$ cat config.mk
export PLATFORM = sky130hd
export DESIGN_NAME = sadc_sequencer
export DESIGN_NICKNAME = d
export VERILOG_FILES = /design/src/inc/sadc_pkg.sv /design/src/inc/sadc_tmr_if.sv /design/src/hw/sadc_phase_timer.sv /design/src/hw/sadc_sequencer.sv
export SDC_FILE = /design/constraint.sdc
export NUM_CORES = 1
export LEC_CHECK = 0
export ABC_AREA = 1
export BUFFER_PORTS_ARGS = -buffer_cell sky130_fd_sc_hd__clkbuf_2
export CAP_MARGIN = 5
export CORE_ASPECT_RATIO = 2
export CORE_MARGIN = 4
export CORE_UTILIZATION = 54
export CTS_CLUSTER_DIAMETER = 30
export CTS_CLUSTER_SIZE = 40
export DETAILED_ROUTE_END_ITERATION = 8
export HOLD_SLACK_MARGIN = 0.08
export PLACE_DENSITY = 0.73
export SETUP_SLACK_MARGIN = 0.2
export SYNTH_ARGS = -nofsm -noshare
export SYNTH_HDL_FRONTEND = slang
export SYNTH_SLANG_ARGS = --single-unit
$ cat constraint.sdc
create_clock -name i_mclk -period 7.82 [get_ports i_mclk]
set_clock_uncertainty 0.2 [all_clocks]
set_input_delay 0 -clock i_mclk [delete_from_list [all_inputs] [get_ports i_mclk]]
set_output_delay 0 -clock i_mclk [all_outputs]
set_load 0.1 [all_outputs]
$ cat src/inc/sadc_pkg.sv
// Constants, types and timing table of the converter sequencer
// Operation
// - Completion clashing with disable leaves result unchanged
// - Mode register write never clears done flag
// - Result and flag may reflect previous channel
// - Sampling lasts from about one tenth (code 0) up to one sixth of conversion
// - Ten-bit results from one of eight channels
// - Conversion starts only by software register write
// - Repeats conversions, interrupt after each one
// - Approximation register resolved MSB down to LSB
// - Approximation register copied to result at end
// - Result left-aligned, lower six bits zero
// - Result read as 16 bits, reset zero
// - Sampled input held during whole comparison
// - Mode bit 7 enables conversion, reset zero
// - Channel code bits 2..0 select input 0..7
// - Mode or channel write restarts conversion if bit 7 ends up set, else stops it
// - Time codes give 144,120,96,72,60,48 clocks
package sadc_pkg;

	// =====================================================
	// Register map
	localparam logic [15:0] MODE_ADDR   = 16'hff80;
	localparam logic [15:0] CHAN_ADDR   = 16'hff84;
	localparam logic [15:0] RESULT_ADDR = 16'hff14;

	// =====================================================
	// Field layout and reset values
	localparam int          MODE_EN_BIT   = 7;
	localparam int          MODE_TSEL_LSB = 3;
	localparam logic [7:0]  MODE_MASK     = 8'hb8;
	localparam logic [7:0]  MODE_RESET    = 8'h00;
	localparam logic [2:0]  CHAN_RESET    = 3'h0;
	localparam logic [15:0] RESULT_RESET  = 16'h0000;
	localparam int          RES_BITS      = 10;
	localparam int          RES_PAD       = 6;
	localparam logic [9:0]  SAR_MSB_TRIAL = 10'h200;

	// =====================================================
	// Conversion times in system clocks
	localparam logic [7:0] CONV_CYC_000 = 8'd144;
	localparam logic [7:0] CONV_CYC_001 = 8'd120;
	localparam logic [7:0] CONV_CYC_010 = 8'd96;
	localparam logic [7:0] CONV_CYC_100 = 8'd72;
	localparam logic [7:0] CONV_CYC_101 = 8'd60;
	localparam logic [7:0] CONV_CYC_110 = 8'd48;
	localparam logic [7:0] SAMPLE_DIV   = 8'd10;

	typedef enum logic [1:0] {
		SADC_IDLE    = 2'b00,
		SADC_SAMPLE  = 2'b01,
		SADC_CONVERT = 2'b10
	} sadc_state_t;

	// Total clocks for a time code; prohibited codes fall back to 144
	function automatic logic [7:0] sadc_conv_cyc(input logic [2:0] sel);
		case (sel)
			3'h1: sadc_conv_cyc = CONV_CYC_001;
			3'h2: sadc_conv_cyc = CONV_CYC_010;
			3'h4: sadc_conv_cyc = CONV_CYC_100;
			3'h5: sadc_conv_cyc = CONV_CYC_101;
			3'h6: sadc_conv_cyc = CONV_CYC_110;
			default: sadc_conv_cyc = CONV_CYC_000;
		endcase
	endfunction

	// One comparison step: what is left after a tenth, split ten ways
	function automatic logic [7:0] sadc_step_cyc(input logic [2:0] sel);
		logic [7:0] c;
		c = sadc_conv_cyc(sel);
		sadc_step_cyc = (c - c / SAMPLE_DIV) / SAMPLE_DIV;
	endfunction

	// Sampling takes the remainder, so steps plus sample sum exactly
	function automatic logic [7:0] sadc_samp_cyc(input logic [2:0] sel);
		logic [7:0] s;
		s = sadc_step_cyc(sel);
		sadc_samp_cyc = 8'(sadc_conv_cyc(sel) - 8'(s * 8'd10));
	endfunction

endpackage

$ cat src/inc/sadc_tmr_if.sv
// Phase timer carrier between sequencer and its timer
`timescale 1ns/1ps
interface sadc_tmr_if;
	logic       load;     // Start a new phase
	logic [7:0] load_val; // Phase length in clocks
	logic       expire;   // Last clock of the phase

	modport ctl (output load, output load_val, input expire);
	modport tmr (input load, input load_val, output expire);
endinterface

$ cat src/hw/sadc_phase_timer.sv
// Down-counting phase timer for sampling and comparison steps
`timescale 1ns/1ps
module sadc_phase_timer (
	input  wire logic i_mclk,    // System clock
	input  wire logic i_sys_rst, // Synchronous reset, high
	sadc_tmr_if.tmr   tmr        // Phase requests
);
	typedef struct packed {
		logic [7:0] cnt;
	} sadc_tmr_st_t;

	sadc_tmr_st_t tmr_reg;
	sadc_tmr_st_t tmr_next;

	// =====================================================
	// Count down; a load of N expires N clocks later
	always_comb begin
		tmr_next = tmr_reg;
		if (tmr.load) begin
			tmr_next.cnt = tmr.load_val;
		end else if (tmr_reg.cnt != 8'h00) begin
			tmr_next.cnt = tmr_reg.cnt - 8'h01;
		end
	end

	always_ff @(posedge i_mclk) begin
		if (i_sys_rst) begin
			tmr_reg <= '0;
		end else begin
			tmr_reg <= tmr_next;
		end
	end

	// Reload in the expiring cycle wins, so phases abut cleanly
	assign tmr.expire = (tmr_reg.cnt == 8'h01);
endmodule

$ cat src/hw/sadc_sequencer.sv
// Successive-approximation converter sequencer with its registers
`timescale 1ns/1ps
module sadc_sequencer (
	input  wire logic        i_mclk,          // System clock 125 MHz
	input  wire logic        i_sys_rst,       // Synchronous reset, high
	input  wire logic        i_wr_en,         // Register write strobe
	input  wire logic        i_rd_en,         // Register read strobe
	input  wire logic [15:0] i_addr,          // Register address
	input  wire logic [7:0]  i_wdata,         // Write data
	input  wire logic        i_done_flag_clr, // Clear done flag
	input  wire logic        i_cmp_high,      // Comparator, async
	output logic      [15:0] o_rdata,         // Read data, next clock
	output logic             o_conversion_done_flag, // Sticky done
	output logic             o_conversion_done_irq,  // Done pulse
	output logic             o_sample,        // Sample-hold tracking
	output logic      [9:0]  o_tap_code,      // Tap selector code
	output logic      [2:0]  o_channel_sel    // Selected input
);
	typedef struct packed {
		sadc_pkg::sadc_state_t state;
		logic [7:0]            mode;
		logic [2:0]            chan;
		logic [9:0]            sar;
		logic [3:0]            bit_idx;
		logic [15:0]           result;
		logic                  flag;
		logic                  irq;
		logic                  sample;
		logic [15:0]           rdata;
		logic [2:0]            cmp_sync;
		logic                  cmp;
		logic [7:0]            samp_cnt;
	} sadc_st_t;

	sadc_st_t   st_reg;
	sadc_st_t   st_next;
	sadc_tmr_if tmr_bus ();

	logic       mode_wr;
	logic       chan_wr;
	logic       new_en;
	logic [2:0] tsel;
	logic [2:0] new_tsel;
	logic [9:0] sar_dec;
	logic [9:0] bit_mask;
	logic       last_step;
	logic       cmp_now;

	sadc_phase_timer u_timer (
		.i_mclk    (i_mclk),
		.i_sys_rst (i_sys_rst),
		.tmr       (tmr_bus.tmr)
	);

	// =====================================================
	// Decode of writes and the current comparison step
	assign mode_wr  = i_wr_en && (i_addr == sadc_pkg::MODE_ADDR);
	assign chan_wr  = i_wr_en && (i_addr == sadc_pkg::CHAN_ADDR);
	assign tsel     = st_reg.mode[sadc_pkg::MODE_TSEL_LSB +: 3];
	assign new_tsel = mode_wr ? i_wdata[sadc_pkg::MODE_TSEL_LSB +: 3]
	                          : tsel;
	assign new_en   = mode_wr ? i_wdata[sadc_pkg::MODE_EN_BIT]
	                          : st_reg.mode[sadc_pkg::MODE_EN_BIT];
	assign bit_mask = 10'h001 << st_reg.bit_idx;
	// Use the filtered answer as soon as the two late stages agree; the
	// registered copy would cost a clock and starve the 4-clock step
	assign cmp_now  = (st_reg.cmp_sync[2] == st_reg.cmp_sync[1])
	                  ? st_reg.cmp_sync[2] : st_reg.cmp;
	// Keep the trial bit only if the input is at or above the tap
	assign sar_dec  = cmp_now ? st_reg.sar
	                          : (st_reg.sar & ~bit_mask);
	assign last_step = (st_reg.state == sadc_pkg::SADC_CONVERT)
	                   && tmr_bus.expire && (st_reg.bit_idx == 4'h0);

	// =====================================================
	// Next-state logic
	always_comb begin
		st_next          = st_reg;
		st_next.irq      = 1'b0;
		tmr_bus.load     = 1'b0;
		tmr_bus.load_val = 8'h00;
		// Three stages; a change counts once the last two agree
		st_next.cmp_sync = {st_reg.cmp_sync[1:0], i_cmp_high};
		if (st_reg.cmp_sync[2] == st_reg.cmp_sync[1]) begin
			st_next.cmp = st_reg.cmp_sync[2];
		end
		if (st_reg.state == sadc_pkg::SADC_SAMPLE) begin
			st_next.samp_cnt = st_reg.samp_cnt + 8'h01;
		end else begin
			st_next.samp_cnt = 8'h00;
		end
		if (mode_wr) begin
			st_next.mode = i_wdata & sadc_pkg::MODE_MASK;
		end
		if (chan_wr) begin
			st_next.chan = i_wdata[2:0];
		end
		// Register write cancels any conversion and wins over its end,
		// so the clashing result is dropped and no interrupt fires.
		// The done flag is left alone here.
		if (mode_wr || chan_wr) begin
			st_next.sar      = '0;
			st_next.bit_idx  = 4'h0;
			st_next.samp_cnt = 8'h00;
			if (new_en) begin
				st_next.state    = sadc_pkg::SADC_SAMPLE;
				st_next.sample   = 1'b1;
				tmr_bus.load     = 1'b1;
				tmr_bus.load_val = sadc_pkg::sadc_samp_cyc(new_tsel);
			end else begin
				st_next.state  = sadc_pkg::SADC_IDLE;
				st_next.sample = 1'b0;
			end
		end else begin
			case (st_reg.state)
				sadc_pkg::SADC_SAMPLE: begin
					// Hold from here until the last bit is decided
					if (tmr_bus.expire) begin
						st_next.state    = sadc_pkg::SADC_CONVERT;
						st_next.sample   = 1'b0;
						st_next.sar      = sadc_pkg::SAR_MSB_TRIAL;
						st_next.bit_idx  = 4'(sadc_pkg::RES_BITS - 1);
						tmr_bus.load     = 1'b1;
						tmr_bus.load_val = sadc_pkg::sadc_step_cyc(tsel);
					end
				end
				sadc_pkg::SADC_CONVERT: begin
					if (last_step) begin
						st_next.result = {sar_dec,
						                  {sadc_pkg::RES_PAD{1'b0}}};
						st_next.flag     = 1'b1;
						st_next.irq      = 1'b1;
						st_next.state    = sadc_pkg::SADC_SAMPLE;
						st_next.sample   = 1'b1;
						st_next.sar      = '0;
						tmr_bus.load     = 1'b1;
						tmr_bus.load_val = sadc_pkg::sadc_samp_cyc(tsel);
					end else if (tmr_bus.expire) begin
						st_next.sar      = sar_dec | (bit_mask >> 1);
						st_next.bit_idx  = st_reg.bit_idx - 4'h1;
						tmr_bus.load     = 1'b1;
						tmr_bus.load_val = sadc_pkg::sadc_step_cyc(tsel);
					end
				end
				default: begin
					st_next.state  = sadc_pkg::SADC_IDLE;
					st_next.sample = 1'b0;
				end
			endcase
		end
		// A new completion wins over a clear in the same clock
		if (i_done_flag_clr && !st_next.irq) begin
			st_next.flag = 1'b0;
		end
		// Read data is taken before this clock's result load
		if (i_rd_en) begin
			case (i_addr)
				sadc_pkg::MODE_ADDR:   st_next.rdata = {8'h00, st_reg.mode};
				sadc_pkg::CHAN_ADDR:   st_next.rdata = {13'h0000, st_reg.chan};
				sadc_pkg::RESULT_ADDR: st_next.rdata = st_reg.result;
				default:               st_next.rdata = 16'h0000;
			endcase
		end
	end

	// =====================================================
	// State register
	always_ff @(posedge i_mclk) begin
		if (i_sys_rst) begin
			st_reg        <= '0;
			st_reg.state  <= sadc_pkg::SADC_IDLE;
			st_reg.mode   <= sadc_pkg::MODE_RESET;
			st_reg.chan   <= sadc_pkg::CHAN_RESET;
			st_reg.result <= sadc_pkg::RESULT_RESET;
		end else begin
			st_reg <= st_next;
		end
	end

	// Outputs come straight from the state register
	assign o_rdata                = st_reg.rdata;
	assign o_conversion_done_flag = st_reg.flag;
	assign o_conversion_done_irq  = st_reg.irq;
	assign o_sample               = st_reg.sample;
	assign o_tap_code             = st_reg.sar;
	assign o_channel_sel          = st_reg.chan;
endmodule

# Word level (Yosys, flattened, before mapping)
# Cells that the tools add are included.
op_classes:
  n_eq_ne: 23
  mux: 47
  mul: 2
  reduce_logical: 17
  shift: 1
  div: 8
  bitwise: 4
  n_addsub: 8
ops:
  columns: ["cell", "n"]
  rows:
  - ["8-bit two-way mux", 18]
  - ["8-bit one-hot mux with 5 select lines", 2]
  - ["8-bit by 4-bit divider with 8-bit output, second input constant", 8]
  - ["16-bit equality test, second input constant", 3]
  - ["16-bit one-hot mux with 3 select lines", 1]
  - ["8-bit subtractor", 6]
  - ["14-bit two-way mux", 2]
  - ["14-bit one-hot mux with 2 select lines", 1]
  - ["10-bit two-way mux", 2]
  - ["3-bit equality test, second input constant", 6]
  - ["8-bit by 3-bit multiplier with 7-bit output, second input constant", 2]
  - ["8-bit one-hot mux with 2 select lines", 1]
  - ["1-bit two-way mux", 11]
  - ["10-bit bitwise AND", 1]
  - ["10-bit inverter", 1]
  - ["10-bit by 9-bit bitwise OR with 10-bit output", 1]
  - ["1-bit by 4-bit left shift with 10-bit output, first input constant", 1]
  - ["8-bit by 1-bit equality test with 1-bit output, second input constant", 1]
  - ["2-bit two-way mux", 4]
  - ["8-bit nonzero test", 1]
  - ["8-bit by 1-bit subtractor with 8-bit output, second input constant", 1]
  - ["3-bit by 1-bit equality test with 1-bit output, second input constant", 2]
  - ["3-bit by 2-bit equality test with 1-bit output, second input constant", 2]
  - ["2-bit inequality test, second input constant", 3]
  - ["other kinds (20)", 29]
word_totals:
  in_bits: 30
  wordCells: 123
  reg_bits: 64
  output_inout_bits: 32

# Logic depth before layout (Yosys ltp)
logic_depth:
  ltp_word: 15
  ltp_mapped: 73
  depth_no_buf: 72

# Modules after synthesis
# Synthesis repeated with hierarchy kept, for this count alone.
unflattened:
  hier_cells: 937
  area_unflattened_um2: 6117.1
modules_own_cells:
  columns: ["module", "seq_area_each_um2", "area_each_um2", "n_inst", "cells_per_inst"]
  rows:
  - ["sadc_sequencer", 1121.1, 5562.8, 1, 848]
  - ["sadc_phase_timer", 160.2, 554.3, 1, 89]

# Least setup slack after synthesis
# Ideal clock, no wire load.
synth_path:
  path_kind: "input to register"
  start: "input i_addr[3]"
  end: "register u_timer.tmr_reg[7] (netlist name)"
  arrival_ns: 7.428
  stages: 67
  slack_ns: 0.070
  setup_ns: 0.121
  path_buffers: 2
  required_ns: 7.499
  cell_sequence: "nor2_1 > nand2_1 > nor2_8 > nand3_4 > nand2_1 > nand2_2 > inv_2 > ha_1 > buf_4 > inv_1 > buf_6 > nand2_1 > ha_1 > nand3_1 > nand2_1 > inv_2 > nand2_4 > nand2_4 > [... 31 more ...] > nand2_2 > nand3_1 > nand4_1 > nor2_2 > nand2_1 > ha_1 > ha_1 > inv_1 > ha_1 > a21oi_1 > o21ai_0 > and2_1 > nor2_1 > o21bai_1 > xor2_1 > or2_2 > nand3_1 > a31oi_1"
synth_via:
  elab_chain_len: 15
  elab_cells_between_ends: 26
  cone_classes: "add/sub: 2; mul: 1; div: 2; eq/ne: 7; mux: 10; reduce/logical: 4"
synth_lines:
  columns: ["item", "line", "rtl"]
  rows:
  - ["start, declared", "sadc_sequencer.sv:8", "input wire logic [15:0] i_addr,"]
  - ["16-bit equality test", "sadc_sequencer.sv:57", "assign mode_wr = i_wr_en && (i_addr == sadc_pkg::MODE_ADDR);"]
  - ["1-bit logical AND", "sadc_sequencer.sv:57", null]
  - ["3-bit two-way mux", "sadc_sequencer.sv:60", "assign new_tsel = mode_wr ? i_wdata[sadc_pkg::MODE_TSEL_LSB +: 3]"]
  - ["3-bit equality test (tied with other cells)", "sadc_pkg.sv:57", "case (sel)"]
  - ["8-bit one-hot mux with 5 select lines", "sadc_pkg.sv:57", null]
  - ["8-bit two-way mux", "sadc_sequencer.sv:105", "if (new_en) begin"]
  - ["8-bit two-way mux", "sadc_sequencer.sv:101", "if (mode_wr || chan_wr) begin"]
  - ["8-bit by 4-bit divider with 8-bit output", "sadc_pkg.sv:71", "sadc_step_cyc = (c - c / SAMPLE_DIV) / SAMPLE_DIV;"]
  - ["8-bit subtractor", "sadc_pkg.sv:71", null]
  - ["8-bit by 4-bit divider with 8-bit output", "sadc_pkg.sv:71", null]
  - ["8-bit by 3-bit multiplier with 7-bit output", "sadc_pkg.sv:78", "sadc_samp_cyc = 8'(sadc_conv_cyc(sel) - 8'(s * 8'd10));"]
  - ["8-bit subtractor", "sadc_pkg.sv:78", null]
  - ["8-bit two-way mux", "sadc_sequencer.sv:105", null]
  - ["8-bit two-way mux", "sadc_sequencer.sv:101", null]
  - ["8-bit two-way mux", "sadc_phase_timer.sv:19", "if (tmr.load) begin"]
  - ["end signal, assigned", "sadc_phase_timer.sv:30", "tmr_reg <= tmr_next;"]
  - ["end, declared", "sadc_phase_timer.sv:12", "sadc_tmr_st_t tmr_reg;"]
# Several ways; a longest one is shown, not always the timed one. The select of a mux whose other input is x is not followed.
# A chain may end at the register's enable or synchronous reset.

# Worst setup path after layout
layout_path:
  start: "register st_reg[68] (netlist name)"
  end: "register u_timer.tmr_reg[7] (netlist name)"
layout_via:
  elab_chain_len: 14
  elab_cells_between_ends: 47
  cone_classes: "add/sub: 6; mul: 2; div: 8; eq/ne: 10; mux: 21"
layout_lines:
  columns: ["item", "line", "rtl"]
  rows:
  - ["start, declared", "sadc_sequencer.sv:35", "sadc_st_t st_reg;"]
  - ["start signal, assigned", "sadc_sequencer.sv:176", "st_reg <= st_next;"]
  - ["3-bit equality test (tied with other cells)", "sadc_pkg.sv:57", null]
  - ["8-bit one-hot mux with 5 select lines", "sadc_pkg.sv:57", null]
  - ["8-bit two-way mux (on tied branches)", "sadc_sequencer.sv:128, sadc_sequencer.sv:118, sadc_sequencer.sv:138", null]
  - ["8-bit two-way mux (on tied branches)", "sadc_sequencer.sv:115, sadc_sequencer.sv:128", null]
  - ["8-bit two-way mux (on tied branches)", "sadc_sequencer.sv:101, sadc_sequencer.sv:115", null]
  - ["8-bit by 4-bit divider with 8-bit output or 8-bit two-way mux (tied branches)", "sadc_pkg.sv:71, sadc_sequencer.sv:101", null]
  - ["8-bit subtractor or 8-bit by 4-bit divider with 8-bit output (tied branches)", "sadc_pkg.sv:71", null]
  - ["8-bit by 4-bit divider with 8-bit output or 8-bit subtractor (tied branches)", "sadc_pkg.sv:71", null]
  - ["8-bit by 3-bit multiplier with 7-bit output or 8-bit by 4-bit divider with 8-bit output (tied branches)", "sadc_pkg.sv:78, sadc_pkg.sv:71", null]
  - ["8-bit subtractor or 8-bit two-way mux (tied branches)", "sadc_pkg.sv:78, sadc_sequencer.sv:138", null]
  - ["8-bit two-way mux", "sadc_sequencer.sv:128", "if (last_step) begin"]
  - ["8-bit one-hot mux with 2 select lines", "sadc_sequencer.sv:115", "case (st_reg.state)"]
  - ["8-bit two-way mux (*)", "sadc_sequencer.sv:101", null]
  - ["8-bit two-way mux (*)", "sadc_phase_timer.sv:19", null]
# Every way passes the cells marked *; elsewhere a longest branch is shown, timed or not. The select of a mux whose other input is x is not followed.

==> results.cfg <==
[run_status]
status = finished clean

[worst_setup_path]
worst_ep_arrival_time_ns = 7.69
ff2ff_path_depth = 62
slowest_stage = dfxtp_4
critPathKind = reg2reg
cp_top_family = simple AND/OR/NAND/NOR gates
critPathBufInv = 4
critical_path_depth = 62
crit_fanout = 6
end_kind = flop
required_ns = 7.88
critPathLaunchType = flop
max_stage_delay_ns = 0.36

[timing]
period_share = 0.974
drv_slew = 0
fmax_mhz = 131
fin_crit_ns = 7.62
maxSlewHeadroom = 0.327
rsz0062_at_grt = true
finalSetupViolCount = 0
tightest_slew_ns = 1.01
finalHoldViolations = 0
postLayoutSetupSlackWorst_ns = 0.199

[detailed_routing]
wirelength_um = 17100
postRouteAntennaNets = 0
num_vias = 6223
vias_per_cell = 5.35
route.detailed.drc = 0
wl_per_cell_um = 14.7
first_pass_iters = 5
drt_iter0_markers = 229

[synthesis]
synthXorXnorAreaFrac = 0.0431
async_flop_share = 0
synth_common_cells = 182 x nand2_1, 111 x inv_1, 86 x nor2_1
synthDominantCellAreaShare = 0.216
synth_seq_area_share = 0.216
postSynthCellCount = 895
synth_top_family_by_area = simple AND/OR/NAND/NOR gates
ys.warnings.count = 0
yosys.area_share.adder = 0.111
synthesis.nets = 977
synth_flop_cell = dfxtp_1
syn_area_um2 = 5920
netlist-cell-type-count = 55
postSynthAreaPerCell_um2 = 6.62
synthTopCellsByArea = dfxtp_1 22%, nand2_1 12%, ha_1 11%, inv_1 7.0%, nor2_1 5.5%
post_synth_mux_area_share = 0.00190
synth-seq-cells = 64
synth-compound-area-share = 0.160
yosys.area_share.simple = 0.339
synth_most_common_cell = nand2_1
synth-edff-count = 0
synth_area_leader_cell = dfxtp_1

[cells_and_area]
largest_reg_flops = 22
final_util = 0.709
diodes = 0
area_growth_syn_to_layout_pct = 27.1
fin_cells = 1163
fillers = 923
layout-drive-gt1-share = 0.268
fin_nets = 1103

[pwr]
leakage_nw = 3.65
powerDensity_nw_per_um2 = 151
peakVddDrop_uv = 151

[grt]
grt_pass1_vias = 6060
grt_overflow = 0
grt_pass1_wl_um = 26500
antenna_found_initial = 0
track_usage = 0.266
grt_max_degree = 33

[die]
core.rowCount = 53
dieWidth_um = 82.0
initial_core_util = 0.558
pin_count = 62
die_y_um = 156
coreArea_um2 = 10600
die-area_um2 = 12800

[placed_design]
dp_cells = 1101
portBuffers = 60
hpwlAfterDp_um = 12800
gp_congestion = 0.905
post-place-ws_ns = -0.0731

[clock_tree]
insertion_delay_ns = 0.33
cts_tree = yes
clkTransAtPathRegs_ns = 0.06
cts.sinks = 64
clockRootBuffer = clkbuf_16
htree_levels = 3
clockBufferDepth = 2
numCtsBuffers = 9

[worst_hold_path]
hold_depth = 6
min_path_type = in2reg

[flow_run]
maxCapViolCount = 0
-- layout make-up --
class                           count  area, um2  share of cell area
Clock buffer                       10        239              0.0318
Clock inverter                      6       67.6             0.00898
Inverter                          126        475              0.0632
Multi-Input combinational cell    661       4160               0.553
Sequential cell                    64       1290               0.171
Tap cell                          137        171              0.0228
Timing Repair Buffer              159       1120               0.149
-- cell families (layout without fill, tap and decap cells) --
kind of cell	Yosys count	after routing
AND/OR/NAND/NOR	411	411
buffers and inverters	170	301
other	1	1
adder cells (fa/ha/maj)	52	52
XOR/XNOR	27	27
AO/OA/AOI/OAI	169	169
multiplexers	1	1
flip-flops	64	64
-- worst reg2reg max path: cells and delay by family (launching register included) --
kind | cells | cell delay, ns
compound gates | 6 | 0.85
xor+xnor | 3 | 0.70
fa+ha+maj | 7 | 1.49
buf+inv | 4 | 0.20
flops | 1 | 0.36
simple gates | 42 | 3.76
-- final timing paths --
kind / start / end / slack [ns]
setup / recovery: st_reg[68]$_SDFFE_PP0N_ / u_timer.tmr_reg[7]$_SDFFE_PP0P_ / 0.20
hold / removal: i_wr_en / st_reg[69]$_SDFFE_PP0N_ / 0.19
hold reg to reg: st_next[10]$_SDFF_PP0_ / st_next[11]$_SDFF_PP0_ / 0.21
setup reg to reg: st_reg[68]$_SDFFE_PP0N_ / u_timer.tmr_reg[7]$_SDFFE_PP0P_ / 0.20
-- cell usage in the layout (no fill, tap or decap), types with 3 or more instances in the layout --
cell type      instances
a211oi_1               7
nand3_2                7
dfxtp_1               62
a21oi_1               62
inv_2                 18
ha_1                  42
nand2_4               20
a21oi_2                3
nor3_1                 8
nand3_4                7
nor2_1                81
a31oi_1                9
xnor2_1                8
or2_2                  3
o21ai_1                7
ha_4                   8
nand3_1               42
nor4_1                 3
clkbuf_2              60
nor2_2                 8
inv_1                106
nand2_2               33
nand4_1               17
dlygate4sd3_1         29
buf_4                 69
o21ai_0               61
xor2_1                16
clkbuf_16              9
nand2_1              170
-- repair_timing --
item,4_1_cts,5_1_grt
buffers inserted,0,17
hold buffers,29,0
pin swaps,1,53
setup endpoints to repair,1,4
hold endpoints to repair,32,0
gates resized for setup,4,59
-- layer usage --
| metal | global-route usage | part of all wire | up-vias |
|---|---|---|---|
| li1 | - | - | 3140 |
| met1 | 0.219 | 0.32 | 2849 |
| met2 | 0.532 | 0.57 | 153 |
| met3 | 0.0306 | 0.028 | 81 |
| met4 | 0.196 | 0.084 | 0 |
| met5 | 0 | 0 | - |
-- through the flow --
| step | TNS, ns | area, um2 | total power [W] | hold WS, ns |
|---|---|---|---|---|
| floorplan | 0 | 5950 | 0.000656 | -0.122 |
| global placement | 0 | 6530 | 0.000717 | 0.00119 |
| detailed placement | -0.0731 | 6530 | 0.000720 | 0.00952 |
| CTS | 0 | 7130 | 0.00114 | 0.0803 |
| global route | -0.428 | 7520 | 0.00120 | 0.218 |
| finish | 0 | 7520 | 0.00113 | 0.190 |
-- power breakdown --
group,switching (W),internal (W)
logic,0.000220,0.000119
registers,0.0000261,0.000361
clock network,0.000153,0.000256
No activity file was read; power rests on OpenSTA's default activity.
